--- config.mk ---
export PLATFORM = sky130hd
export DESIGN_NAME = serial_timer_pin_mux
export DESIGN_NICKNAME = d
export VERILOG_FILES = /design/src/core/pin_mux_pkg.sv /design/src/core/serial_timer_pin_mux.sv /design/src/core/pin_cell.sv /design/src/core/timer_unit.sv
export SDC_FILE = /design/constraint.sdc
export NUM_CORES = 1
export LEC_CHECK = 0
export BUFFER_PORTS_ARGS = -buffer_cell sky130_fd_sc_hd__buf_2
export CAP_MARGIN = 15
export CORE_UTILIZATION = 55
export CTS_CLUSTER_SIZE = 12
export DETAILED_ROUTE_END_ITERATION = 8
export PLACE_DENSITY = 0.86
export RECOVER_POWER = 25
export SYNTH_ARGS = -nofsm -noshare
export SYNTH_HDL_FRONTEND = slang
export SYNTH_SLANG_ARGS = --single-unit
--- constraint.sdc ---
create_clock -name pclk -period 2.2 [get_ports pclk]
set_input_delay 0.44 -clock pclk [delete_from_list [all_inputs] [get_ports pclk]]
set_output_delay 0.44 -clock pclk [all_outputs]
set_load 0.01 [all_outputs]
--- src/core/pin_mux_pkg.sv ---
// pin_mux_pkg: register map, field layout, reset values and carriers
// for the serial and timer pin multiplexer.
// assumes a 32-bit APB register bus with byte addresses.
package pin_mux_pkg;

  // ----------------------------------------------------------------
  // register map
  // ----------------------------------------------------------------
  localparam int ADDR_W = 8;
  localparam logic [7:0] PE_CTRL_OFF = 8'h00;
  localparam logic [7:0] PE_DIR_OFF = 8'h04;
  localparam logic [7:0] PE_DATA_OFF = 8'h08;
  localparam logic [7:0] TCS_BASE_OFF = 8'h0C;
  localparam logic [7:0] TLIM_BASE_OFF = 8'h18;
  localparam logic [7:0] TCNT_BASE_OFF = 8'h24;
  localparam logic [7:0] IRQ_STAT_OFF = 8'h30;
  localparam logic [7:0] IRQ_MASK_OFF = 8'h34;
  localparam logic [7:0] REG_STEP = 8'h04;

  // ----------------------------------------------------------------
  // timer control/status fields
  // ----------------------------------------------------------------
  localparam int TCS_MODE_LSB = 0;
  localparam int TCS_MODE_W = 3;
  localparam int TCS_DIR_BIT = 3;
  localparam int TCS_OUT_BIT = 4;
  localparam int TCS_EN_BIT = 5;
  localparam int TCS_PIN_BIT = 6;
  localparam int TCS_W = 6;

  // ----------------------------------------------------------------
  // reset values
  // ----------------------------------------------------------------
  localparam logic [2:0] PE_CTRL_RST = 3'h0;
  localparam logic [2:0] PE_DIR_RST = 3'h0;
  localparam logic [2:0] PE_OUT_RST = 3'h0;
  localparam logic [5:0] TCS_RST = 6'h00;
  localparam logic [31:0] TLIM_RST = 32'h0000_FFFF;
  localparam logic [2:0] IRQ_MASK_RST = 3'h0;

  typedef enum logic [2:0] {
    TM_GPIO, TM_EVENT, TM_MEASURE, TM_WATCHDOG, TM_TIMER, TM_PWM
  } tmr_mode_t;

  typedef struct packed {
    logic [2:0] o;
    logic [2:0] oe;
    logic [2:0] keep;
  } pin_grp_t;

  typedef struct packed {
    logic txd;
    logic sclk_o;
    logic sclk_oe;
  } ser_drv_t;

  typedef struct packed {
    logic rxd;
    logic sclk_i;
  } ser_in_t;

endpackage : pin_mux_pkg

--- src/core/serial_timer_pin_mux.sv ---
// serial_timer_pin_mux: port E serial pins and three timer pins with
// their control registers, reached over APB.
// assumes pins synchronous to pclk; the serial engine sits outside.
//
// Function
// [RL1] receive and transmit run at once
// [RL2] port E pins reset to gpio inputs
// [RL3] gpio direction follows port E direction
// [RL4] control bit hands pin to serial function
// [RL5] receive pin is input to shifter
// [RL6] transmit pin drives serial transmit data
// [RL7] serial clock pin is input or output
// [RL8] stop keeps role, inputs ignored
// [RL9] stop: driver off, keeper holds level
// [RL10] wait state leaves pins unchanged
// [RL11] three identical independent timers with pins
// [RL12] timer counts internal or external events
// [RL13] timer interrupts or signals on count
// [RL14] event and measure modes use input
// [RL15] watchdog, timer, pwm modes drive output
// [RL16] timer pins reset to gpio inputs
// [RL17] timer register selects gpio or timer
// [RL18] peripheral function overrides gpio direction
//
// Register access over APB and the address map are this design's own decisions.
`timescale 1ns/100ps
module serial_timer_pin_mux #(
  parameter int TW = 24,
  parameter int NTMR = 3
) (
  input wire logic pclk,
  input wire logic presetn,
  input wire logic clk_en,
  input wire logic psel,
  input wire logic penable,
  input wire logic pwrite,
  input wire logic [pin_mux_pkg::ADDR_W-1:0] paddr,
  input wire logic [31:0] pwdata,
  output logic [31:0] prdata,
  output logic pready,
  output logic pslverr,
  input wire logic stop_mode,
  input wire logic [2:0] port_e_pin_i,
  output pin_mux_pkg::pin_grp_t port_e_pins,
  input wire logic [2:0] timer_pin_i,
  output pin_mux_pkg::pin_grp_t timer_pins,
  input wire pin_mux_pkg::ser_drv_t ser_drv,
  output pin_mux_pkg::ser_in_t ser_in,
  output logic irq
);

  logic [2:0] pe_ctrl_q;
  logic [2:0] pe_dir_q;
  logic [2:0] pe_out_q;
  logic [2:0] pe_in;
  logic [pin_mux_pkg::TCS_W-1:0] tcs_q [NTMR];
  logic [TW-1:0] tlim_q [NTMR];
  logic [TW-1:0] tcnt [NTMR];
  logic [NTMR-1:0] tick;
  logic [NTMR-1:0] tout;
  logic [NTMR-1:0] tio_in;
  logic [NTMR-1:0] stat_q;
  logic [NTMR-1:0] mask_q;
  logic [31:0] rd_d;
  logic err_d;
  logic capture;
  logic armed_q;
  logic wr_en;
  logic [2:0] pe_fo;
  logic [2:0] pe_foe;
  pin_mux_pkg::tmr_mode_t tmode [NTMR];

  // ----------------------------------------------------------------
  // apb handshake
  // ----------------------------------------------------------------
  // held-off access phase while the clock enable is low
  // a setup lost to a low enable is taken up in the access phase
  assign capture = psel && clk_en && !armed_q;
  assign pready = clk_en && armed_q;
  assign wr_en = psel && penable && pwrite && pready;

  always_ff @(posedge pclk or negedge presetn) begin
    if (!presetn) begin
      armed_q <= 1'b0;
    end else if (clk_en) begin
      armed_q <= capture;
    end
  end

  always_comb begin
    rd_d = '0;
    err_d = 1'b1;
    if (paddr == pin_mux_pkg::PE_CTRL_OFF) begin
      rd_d[2:0] = pe_ctrl_q;
      err_d = 1'b0;
    end
    if (paddr == pin_mux_pkg::PE_DIR_OFF) begin
      rd_d[2:0] = pe_dir_q;
      err_d = 1'b0;
    end
    if (paddr == pin_mux_pkg::PE_DATA_OFF) begin
      rd_d[2:0] = pe_in;
      err_d = 1'b0;
    end
    if (paddr == pin_mux_pkg::IRQ_STAT_OFF) begin
      rd_d[NTMR-1:0] = stat_q;
      err_d = 1'b0;
    end
    if (paddr == pin_mux_pkg::IRQ_MASK_OFF) begin
      rd_d[NTMR-1:0] = mask_q;
      err_d = 1'b0;
    end
    for (int i = 0; i < NTMR; i++) begin
      if (paddr == pin_mux_pkg::TCS_BASE_OFF
          + pin_mux_pkg::REG_STEP * 8'(i)) begin
        rd_d[pin_mux_pkg::TCS_W-1:0] = tcs_q[i];
        rd_d[pin_mux_pkg::TCS_PIN_BIT] = tio_in[i];
        err_d = 1'b0;
      end
      if (paddr == pin_mux_pkg::TLIM_BASE_OFF
          + pin_mux_pkg::REG_STEP * 8'(i)) begin
        rd_d[TW-1:0] = tlim_q[i];
        err_d = 1'b0;
      end
      if (paddr == pin_mux_pkg::TCNT_BASE_OFF
          + pin_mux_pkg::REG_STEP * 8'(i)) begin
        rd_d[TW-1:0] = tcnt[i];
        err_d = 1'b0;
      end
    end
  end

  // read data and error captured once per transfer
  always_ff @(posedge pclk or negedge presetn) begin
    if (!presetn) begin
      prdata <= '0;
      pslverr <= 1'b0;
    end else if (capture) begin
      prdata <= pwrite ? '0 : rd_d;
      pslverr <= err_d;
    end
  end

  // ----------------------------------------------------------------
  // port e registers
  // ----------------------------------------------------------------
  always_ff @(posedge pclk or negedge presetn) begin
    if (!presetn) begin
      pe_ctrl_q <= pin_mux_pkg::PE_CTRL_RST; // RL2
      pe_dir_q <= pin_mux_pkg::PE_DIR_RST; // RL2
      pe_out_q <= pin_mux_pkg::PE_OUT_RST;
    end else if (wr_en) begin
      if (paddr == pin_mux_pkg::PE_CTRL_OFF) pe_ctrl_q <= pwdata[2:0];
      if (paddr == pin_mux_pkg::PE_DIR_OFF) pe_dir_q <= pwdata[2:0];
      if (paddr == pin_mux_pkg::PE_DATA_OFF) pe_out_q <= pwdata[2:0];
    end
  end

  // ----------------------------------------------------------------
  // timer registers
  // ----------------------------------------------------------------
  always_ff @(posedge pclk or negedge presetn) begin
    if (!presetn) begin
      for (int i = 0; i < NTMR; i++) begin
        tcs_q[i] <= pin_mux_pkg::TCS_RST; // RL16
        tlim_q[i] <= pin_mux_pkg::TLIM_RST[TW-1:0];
      end
    end else if (wr_en) begin
      for (int i = 0; i < NTMR; i++) begin
        if (paddr == pin_mux_pkg::TCS_BASE_OFF
            + pin_mux_pkg::REG_STEP * 8'(i))
          tcs_q[i] <= pwdata[pin_mux_pkg::TCS_W-1:0]; // RL17
        if (paddr == pin_mux_pkg::TLIM_BASE_OFF
            + pin_mux_pkg::REG_STEP * 8'(i))
          tlim_q[i] <= pwdata[TW-1:0];
      end
    end
  end

  // ----------------------------------------------------------------
  // interrupt status and mask
  // ----------------------------------------------------------------
  always_ff @(posedge pclk or negedge presetn) begin
    if (!presetn) begin
      stat_q <= '0;
      mask_q <= pin_mux_pkg::IRQ_MASK_RST;
    end else if (clk_en) begin
      // a new tick beats a write-one-to-clear in the same cycle
      if (wr_en && paddr == pin_mux_pkg::IRQ_STAT_OFF)
        stat_q <= tick | (stat_q & ~pwdata[NTMR-1:0]); // RL13
      else
        stat_q <= stat_q | tick; // RL13
      if (wr_en && paddr == pin_mux_pkg::IRQ_MASK_OFF)
        mask_q <= pwdata[NTMR-1:0];
    end
  end

  assign irq = |(stat_q & mask_q); // RL13

  // ----------------------------------------------------------------
  // port e pins and serial routing
  // ----------------------------------------------------------------
  // receive never drives, transmit always drives, clock as engine says
  assign pe_fo = {ser_drv.sclk_o, ser_drv.txd, 1'b0}; // RL6
  assign pe_foe = {ser_drv.sclk_oe, 1'b1, 1'b0}; // RL5 RL7
  // receive and transmit paths are separate, so both run together
  assign ser_in.rxd = pe_ctrl_q[0] ? pe_in[0] : 1'b1; // RL1 RL5
  assign ser_in.sclk_i = pe_ctrl_q[2] ? pe_in[2] : 1'b0; // RL7

  // only stop gates the pins; a wait state has no path in here
  generate
    for (genvar g = 0; g < 3; g++) begin : g_pe
      pin_cell u_cell (
        .pclk(pclk),
        .presetn(presetn),
        .clk_en(clk_en),
        .stop_mode(stop_mode), // RL10
        .func_sel(pe_ctrl_q[g]), // RL4
        .func_o(pe_fo[g]),
        .func_oe(pe_foe[g]),
        .gpio_o(pe_out_q[g]),
        .gpio_oe(pe_dir_q[g]), // RL3
        .pin_i(port_e_pin_i[g]),
        .pin_o(port_e_pins.o[g]),
        .pin_oe(port_e_pins.oe[g]),
        .pin_keep(port_e_pins.keep[g]),
        .in_q(pe_in[g])
      );
    end
  endgenerate

  // ----------------------------------------------------------------
  // timers and their pins
  // ----------------------------------------------------------------
  generate
    for (genvar g = 0; g < NTMR; g++) begin : g_tmr
      logic tsel;
      logic toe;
      logic tin;
      assign tmode[g] = pin_mux_pkg::tmr_mode_t'(
        tcs_q[g][pin_mux_pkg::TCS_MODE_LSB +: pin_mux_pkg::TCS_MODE_W]);
      assign tsel = tmode[g] != pin_mux_pkg::TM_GPIO; // RL17
      assign toe = tmode[g] == pin_mux_pkg::TM_WATCHDOG
                || tmode[g] == pin_mux_pkg::TM_TIMER
                || tmode[g] == pin_mux_pkg::TM_PWM; // RL14 RL15
      assign tin = (tmode[g] == pin_mux_pkg::TM_EVENT
                || tmode[g] == pin_mux_pkg::TM_MEASURE) && tio_in[g];

      timer_unit #(.TW(TW)) u_tmr ( // RL11
        .pclk(pclk),
        .presetn(presetn),
        .clk_en(clk_en),
        .mode(tmode[g]),
        .enable(tcs_q[g][pin_mux_pkg::TCS_EN_BIT]),
        .limit(tlim_q[g]),
        .pin_in(tin), // RL12
        .count_q(tcnt[g]),
        .tick_q(tick[g]),
        .tout_q(tout[g])
      );

      pin_cell u_cell (
        .pclk(pclk),
        .presetn(presetn),
        .clk_en(clk_en),
        .stop_mode(stop_mode), // RL10
        .func_sel(tsel),
        .func_o(tout[g]),
        .func_oe(toe), // RL18
        .gpio_o(tcs_q[g][pin_mux_pkg::TCS_OUT_BIT]),
        .gpio_oe(tcs_q[g][pin_mux_pkg::TCS_DIR_BIT]),
        .pin_i(timer_pin_i[g]),
        .pin_o(timer_pins.o[g]),
        .pin_oe(timer_pins.oe[g]),
        .pin_keep(timer_pins.keep[g]),
        .in_q(tio_in[g])
      );
    end
  endgenerate

  // ----------------------------------------------------------------
  // checks
  // ----------------------------------------------------------------
  chk_full_duplex: assert property (@(posedge pclk) // RL1
    disable iff (!presetn)
    clk_en && !stop_mode && pe_ctrl_q[1:0] == 2'h3
    |=> port_e_pins.oe[1] && !port_e_pins.oe[0])
    else $error("rx and tx not both active");

  chk_pe_reset_in: assert property (@(posedge pclk) // RL2
    disable iff (!presetn)
    $past(!presetn) |-> pe_ctrl_q == 3'h0 && port_e_pins.oe == 3'h0)
    else $error("port e pin not input after reset");

  chk_gpio_dir: assert property (@(posedge pclk) // RL3
    disable iff (!presetn)
    clk_en && !stop_mode && !pe_ctrl_q[2]
    |=> port_e_pins.oe[2] == $past(pe_dir_q[2]))
    else $error("gpio direction not followed");

  chk_rx_input: assert property (@(posedge pclk) // RL5
    disable iff (!presetn)
    clk_en && !stop_mode && pe_ctrl_q[0] |=> !port_e_pins.oe[0])
    else $error("receive pin driven");

  chk_rx_route: assert property (@(posedge pclk) // RL5
    disable iff (!presetn)
    clk_en && !stop_mode && pe_ctrl_q[0] ##1 pe_ctrl_q[0]
    |-> ser_in.rxd == $past(port_e_pin_i[0]))
    else $error("receive data not routed");

  chk_tx_drive: assert property (@(posedge pclk) // RL6
    disable iff (!presetn)
    clk_en && !stop_mode && pe_ctrl_q[1]
    |=> port_e_pins.oe[1] && port_e_pins.o[1] == $past(ser_drv.txd))
    else $error("transmit pin not driven");

  chk_sclk_dir: assert property (@(posedge pclk) // RL4 RL7
    disable iff (!presetn)
    clk_en && !stop_mode && pe_ctrl_q[2]
    |=> port_e_pins.oe[2] == $past(ser_drv.sclk_oe)
        && port_e_pins.o[2] == $past(ser_drv.sclk_o))
    else $error("serial clock pin wrong");

  chk_tmr_input: assert property (@(posedge pclk) // RL14
    disable iff (!presetn)
    clk_en && !stop_mode && (tmode[0] == pin_mux_pkg::TM_EVENT
    || tmode[0] == pin_mux_pkg::TM_MEASURE) |=> !timer_pins.oe[0])
    else $error("timer input pin driven");

  chk_tmr_output: assert property (@(posedge pclk) // RL15
    disable iff (!presetn)
    clk_en && !stop_mode && (tmode[1] == pin_mux_pkg::TM_WATCHDOG
    || tmode[1] == pin_mux_pkg::TM_TIMER
    || tmode[1] == pin_mux_pkg::TM_PWM) |=> timer_pins.oe[1])
    else $error("timer output pin not driven");

  chk_tmr_reset_in: assert property (@(posedge pclk) // RL16
    disable iff (!presetn)
    $past(!presetn) |-> timer_pins.oe == 3'h0 && tmode[2] == 3'h0)
    else $error("timer pin not input after reset");

  chk_tmr_gpio: assert property (@(posedge pclk) // RL17
    disable iff (!presetn)
    clk_en && !stop_mode && tmode[2] == pin_mux_pkg::TM_GPIO
    |=> timer_pins.oe[2] == $past(tcs_q[2][pin_mux_pkg::TCS_DIR_BIT])
        && timer_pins.o[2] == $past(tcs_q[2][pin_mux_pkg::TCS_OUT_BIT]))
    else $error("timer gpio setting not applied");

  chk_stop_off: assert property (@(posedge pclk) // RL8 RL9
    disable iff (!presetn)
    clk_en && stop_mode |=> port_e_pins.oe == 3'h0 && timer_pins.oe == 3'h0)
    else $error("driver active in stop");

  chk_irq_tick: assert property (@(posedge pclk) // RL13
    disable iff (!presetn)
    clk_en && tick[0] && mask_q[0] |=> irq && stat_q[0])
    else $error("timer event lost");

  chk_peri_dir: assert property (@(posedge pclk) // RL18
    disable iff (!presetn)
    clk_en && !stop_mode && pe_ctrl_q[1] && !pe_dir_q[1]
    |=> port_e_pins.oe[1])
    else $error("gpio direction overrode peripheral");

endmodule : serial_timer_pin_mux

--- src/core/pin_cell.sv ---
// pin_cell: one multiplexed pin with peripheral/gpio select and
// stop-state retention with keeper.
// assumes inputs synchronous to pclk.
`timescale 1ns/100ps
module pin_cell (
  input wire logic pclk,
  input wire logic presetn,
  input wire logic clk_en,
  input wire logic stop_mode,
  input wire logic func_sel,
  input wire logic func_o,
  input wire logic func_oe,
  input wire logic gpio_o,
  input wire logic gpio_oe,
  input wire logic pin_i,
  output logic pin_o,
  output logic pin_oe,
  output logic pin_keep,
  output logic in_q
);

  // ----------------------------------------------------------------
  // drive and sample
  // ----------------------------------------------------------------
  always_ff @(posedge pclk or negedge presetn) begin
    if (!presetn) begin
      pin_o <= 1'b0;
      pin_oe <= 1'b0;
      pin_keep <= 1'b0;
      in_q <= 1'b0;
    end else if (clk_en) begin
      if (stop_mode) begin
        // last level held, driver released, keeper holds it if the pin was driven
        pin_oe <= 1'b0; // RL9
        pin_keep <= pin_keep | pin_oe; // RL9
      end else begin
        // peripheral owns direction, gpio direction ignored
        pin_o <= func_sel ? func_o : gpio_o; // RL18
        pin_oe <= func_sel ? func_oe : gpio_oe; // RL18
        pin_keep <= 1'b0;
        in_q <= pin_i; // RL8
      end
    end
  end

  chk_stop_keeper: assert property (@(posedge pclk) // RL9
    disable iff (!presetn)
    clk_en && stop_mode && pin_oe |=> !pin_oe && pin_keep && $stable(pin_o))
    else $error("driven pin not kept on stop");

  chk_stop_ignore: assert property (@(posedge pclk) // RL8
    disable iff (!presetn)
    clk_en && stop_mode |=> $stable(in_q))
    else $error("input sampled during stop");

endmodule : pin_cell

--- src/core/timer_unit.sv ---
// timer_unit: one event/clock counter with compare and pin output.
// assumes pin_in already sampled on pclk.
`timescale 1ns/100ps
module timer_unit #(
  parameter int TW = 24
) (
  input wire logic pclk,
  input wire logic presetn,
  input wire logic clk_en,
  input wire pin_mux_pkg::tmr_mode_t mode,
  input wire logic enable,
  input wire logic [TW-1:0] limit,
  input wire logic pin_in,
  output logic [TW-1:0] count_q,
  output logic tick_q,
  output logic tout_q
);

  logic pin_q;
  logic rise;
  logic fall;
  logic inc;
  logic hit;

  assign rise = pin_in && !pin_q;
  assign fall = !pin_in && pin_q;

  // ----------------------------------------------------------------
  // event source and terminal count
  // ----------------------------------------------------------------
  always_comb begin
    case (mode)
      pin_mux_pkg::TM_GPIO: inc = 1'b0;
      pin_mux_pkg::TM_EVENT: inc = enable && rise; // RL12
      pin_mux_pkg::TM_MEASURE: inc = enable && pin_in;
      default: inc = enable; // RL12
    endcase
  end
  assign hit = (mode == pin_mux_pkg::TM_MEASURE) ? (enable && fall)
             : (inc && count_q == limit); // RL13

  always_ff @(posedge pclk or negedge presetn) begin
    if (!presetn) begin
      pin_q <= 1'b0;
      count_q <= '0;
      tick_q <= 1'b0;
    end else if (clk_en) begin
      pin_q <= pin_in;
      tick_q <= hit;
      if (!enable) count_q <= '0;
      else if (mode == pin_mux_pkg::TM_MEASURE && rise) count_q <= '0;
      else if (hit && mode != pin_mux_pkg::TM_MEASURE) count_q <= '0;
      else if (inc) count_q <= count_q + 1'b1;
    end
  end

  // ----------------------------------------------------------------
  // pin output per mode
  // ----------------------------------------------------------------
  always_ff @(posedge pclk or negedge presetn) begin
    if (!presetn) begin
      tout_q <= 1'b0;
    end else if (clk_en) begin
      case (mode)
        pin_mux_pkg::TM_TIMER: if (hit) tout_q <= !tout_q; // RL13
        pin_mux_pkg::TM_WATCHDOG: if (hit) tout_q <= 1'b1;
        pin_mux_pkg::TM_PWM: tout_q <= enable && (count_q < (limit >> 1));
        default: tout_q <= 1'b0;
      endcase
    end
  end

  chk_event_count: assert property (@(posedge pclk) // RL12
    disable iff (!presetn)
    clk_en && enable && mode == pin_mux_pkg::TM_EVENT && rise
    && count_q != limit |=> count_q == $past(count_q) + 1'b1)
    else $error("external event not counted");

endmodule : timer_unit

==> flow_summary.json <==
{
  "cp-start-kind": "register",
  "wire_per_inst_um": 23.69,
  "grt_start_max_net_pins": 57,
  "slew_headroom": -0.09323,
  "routed_via_density": 6.497,
  "antenna_found_initial": 1,
  "p_sw_w": 0.002412,
  "period_share": 1.131,
  "rsz0062_at_grt": "yes",
  "worstSetupEndpointType": "register",
  "cts_root_buf": "clkbuf_16",
  "gr-total-overflow": 0,
  "path_class": "reg2reg",
  "die_h_um": 164.9,
  "start_util": 0.5601,
  "p_int_w": 0.007733,
  "wl_um": 51470,
  "drc": 0,
  "grt.total_usage": 0.3507,
  "cellLeakagePower_nw": 8.562,
  "swShare": 0.2378,
  "yosysWarnings": 0,
  "tightestPinTransition_ps": 1640,
  "finalPower_w": 0.01014,
  "clk_path_buf_depth": 3,
  "postSynth.asyncResetShare": 1.000,
  "io_buffers": 94,
  "synth.top_cell.area_share": 0.3223,
  "io_pins": 111,
  "worstRegToRegCells": 10,
  "n_antenna_cell": 0,
  "dp_slack_ps": -195.6,
  "cap_violations": 1,
  "synth_top_cell_by_area": "dfrtp_1",
  "htree_levels": 1,
  "place_congestion": 0.9799,
  "p_per_area_nw_per_um2": 541.0,
  "num_rows": 59,
  "cts_inserted_buffers": 27,
  "dr.pass1.iters": 8,
  "grt_pass1_vias": 13090,
  "drtIter0Drc": 2177,
  "finalNetCount": 1942,
  "dp_hpwl_um": 35500,
  "synth_area_um2": 14600,
  "clock-skew-final_ps": 21.82,
  "slew_viol_final": 51,
  "seq_power_share": 0.435,
  "ant_nets": 0,
  "yosys.cell_types.count": 81,
  "cts_tree": "yes",
  "crit_path_max_fanout": 14,
  "crit_arrival_ps": 2930,
  "ys.flop_type": "dfrtp_1",
  "hold_viol_final": 0,
  "cts.clk_slew.worst_paths_ps": 60,
  "syn2layout_area_growth_pct": 28.47,
  "synth_area_leaders": "dfrtp_1 (32%), dfstp_2 (8.6%), mux2_2 (7.9%), ha_1 (5.9%), a21oi_1 (4.2%)",
  "postSynthCellCount": 1538,
  "holdPathStages": 3,
  "fin_ws_ps": -287.4,
  "ys_seq_area_frac": 0.4087,
  "min_period_ps": 2487,
  "clockPowerShare": 0.498,
  "synth_edf_count": 0,
  "grt_pass1_wl_um": 72350,
  "fmax_mhz": 402.0,
  "avgSynthCellArea_um2": 9.491,
  "min_path_type": "in2reg",
  "status": "finished with violations",
  "layout-drive-gt1-share": 0.3727,
  "setup_viol": 67,
  "design.core.area_um2": 26060,
  "p_comb_frac": 0.068,
  "cp.required_ps": 2640,
  "cts_sinks": 236,
  "violations": "capacitance limit, slew limit, setup timing",
  "tns_ps": -7707,
  "worst_skew_pair.late_latency_ps": 560,
  "die_area_um2": 27200,
  "vdd_drop_max_mv": 0.7366,
  "ys_seq_elements": 236,
  "via_count": 14120,
  "dieWidth_um": 164.9
}
kinds of logic (layout without fill, tap and decap cells):
| logic type | Yosys count | in the layout | share of synthesized area |
|---|---|---|---|
| AO/OA/AOI/OAI | 380 | 380 | 0.1601 |
| AND/OR/NAND/NOR | 420 | 420 | 0.1444 |
| buffers and inverters | 198 | 491 | 0.06515 |
| adder cells (fa/ha/maj) | 69 | 69 | 0.05915 |
| multiplexers | 114 | 114 | 0.08966 |
| flip-flops | 236 | 236 | 0.4087 |
| XOR/XNOR | 120 | 120 | 0.07252 |
| other | 1 | 8 | 0.0002569 |
worst paths after layout:
check                                                   to                   from  slack, ps
worst max-delay path            g_tmr[0].u_tmr.count_q[10]             tlim_q[70]       -290
min in group asynchronous              g_pe[0].u_cell.in_q                presetn        850
worst min-delay path                   g_pe[0].u_cell.in_q        port_e_pin_i[0]         80
worst min register to register       g_tmr[1].u_cell.pin_o  g_tmr[1].u_cell.pin_o        470
worst max register to register  g_tmr[0].u_tmr.count_q[10]             tlim_q[70]       -290
max in group asynchronous                       tlim_q[39]                presetn        230
cells in the mapped netlist (5+ instances only):
| master | count |
|---|---|
| a22o_1 | 10 |
| nand2_1 | 130 |
| nand4_1 | 39 |
| a22oi_1 | 42 |
| nor4_1 | 9 |
| o221ai_1 | 6 |
| dfstp_2 | 48 |
| a2111oi_0 | 5 |
| inv_1 | 94 |
| and3_1 | 19 |
| buf_2 | 17 |
| o21a_1 | 8 |
| buf_4 | 26 |
| nor2_1 | 85 |
| nand2b_1 | 8 |
| xor2_1 | 60 |
| ha_1 | 69 |
| nor2b_1 | 9 |
| and4_1 | 9 |
| xnor2_1 | 59 |
| mux2_2 | 103 |
| clkbuf_1 | 46 |
| o41ai_1 | 5 |
| nor2_2 | 13 |
| a21oi_1 | 123 |
| o22ai_1 | 8 |
| or3_1 | 14 |
| nand3_1 | 37 |
| o211ai_1 | 5 |
| dfrtp_1 | 188 |
| mux2i_1 | 7 |
| and2_1 | 10 |
| nor3_1 | 16 |
| o21ai_0 | 111 |
| a31oi_1 | 11 |
| a21o_1 | 7 |
metal layers:
metal / track usage / up-vias / wire length, um
met5: 0 / - / 17
met4: 0.1860 / 2 / 3476
met3: 0.06806 / 280 / 5434
met2: 0.5571 / 1034 / 23900
met1: 0.4521 / 6779 / 18640
li1: - / 6024 / -
per-stage QoR:
stage | util | hold WS (ps) | std cells | area, um2
after floorplan | - | 144.4 | 1545 | 14620
after global placement | 0.6462 | 410.9 | 2102 | 16840
after detailed placement | 0.6462 | 413.3 | 2102 | 16840
after CTS | 0.6909 | 81.84 | 2158 | 18000
after global routing | 0.7196 | 103.3 | 2173 | 18750
final | 0.7196 | 76.94 | 2173 | 18750
area by class of cell:
class	instances	area [um2]
fill	1652	7307
timing repair buffer	346	2600
sequential	236	5966
tap	335	419.2
multi-input combinational	1111	8428
clock inverter	11	211.5
clock buffer	39	770.7
inverter	95	356.6
power groups by stage:
stage          clock, W  sequential, W  combinational (W)
2_1_floorplan         0        0.00448           0.000263
4_1_cts         0.00502        0.00441           0.000627
3_3_place_gp          0        0.00448           0.000603
6_report        0.00505        0.00441           0.000686
5_1_grt         0.00521        0.00441           0.000732
3_5_place_dp          0        0.00448           0.000619
worst max-delay path, stage by stage, from the launching register on:
cell and delay (ps):
dfrtp_1 400, xnor2_1 210, buf_4 150, nand4_1 90, or4_4 530, a2111oi_4 320
buf_4 220, nor2_4 70, nor2_8 140, buf_12 160, nor2_1 70
flip-flops by register name, summed over array words and instances, names as in the netlist, 18 cells and up:
signal               flops
g_tmr.u_tmr.count_q     72
tcs_q                   18
tlim_q                  72
prdata                  24
timing repair:
item                                   CTS  global route
setup buffers                            5            13
endpoints found under the hold margin   40             0
setup endpoints to repair               63            71
hold buffers                             1             0
cloned                                   0             4
resized for setup                       33           150
pin swaps                               18            67
cells in the final DEF (no fill, tap or decap), types with 8 or more instances in the layout:
| cell type | synthesis | final |
|---|---|---|
| buf_4 | 26 | 222 |
| dfrtp_1 | 188 | 188 |
| nand2_1 | 130 | 126 |
| a21oi_1 | 123 | 109 |
| mux2_2 | 103 | 102 |
| o21ai_0 | 111 | 94 |
| buf_2 | 17 | 92 |
| inv_1 | 94 | 90 |
| xor2_1 | 60 | 60 |
| ha_1 | 69 | 59 |
| nor2_1 | 85 | 56 |
| xnor2_1 | 59 | 48 |
| dfstp_2 | 48 | 48 |
| a22oi_1 | 42 | 42 |
| nand4_1 | 39 | 39 |
| nand3_1 | 37 | 34 |
| clkbuf_16 | 0 | 29 |
| nor2_2 | 13 | 23 |
| nor2_4 | 0 | 19 |
| and3_1 | 19 | 16 |
| nor3_1 | 16 | 14 |
| o21ai_1 | 3 | 13 |
| buf_6 | 4 | 13 |
| or3_1 | 14 | 12 |
| a21oi_2 | 0 | 12 |
| xnor2_2 | 1 | 11 |
| buf_12 | 1 | 11 |
| a31oi_1 | 11 | 10 |
| a22o_1 | 10 | 10 |
| ha_4 | 0 | 10 |
| and4_1 | 9 | 9 |
| nand2b_1 | 8 | 8 |
| nor4_1 | 9 | 8 |
| nor2b_1 | 9 | 8 |
| conb_1 | 1 | 8 |
| clkbuf_1 | 46 | 8 |
Power figures use the tool's default switching activity.
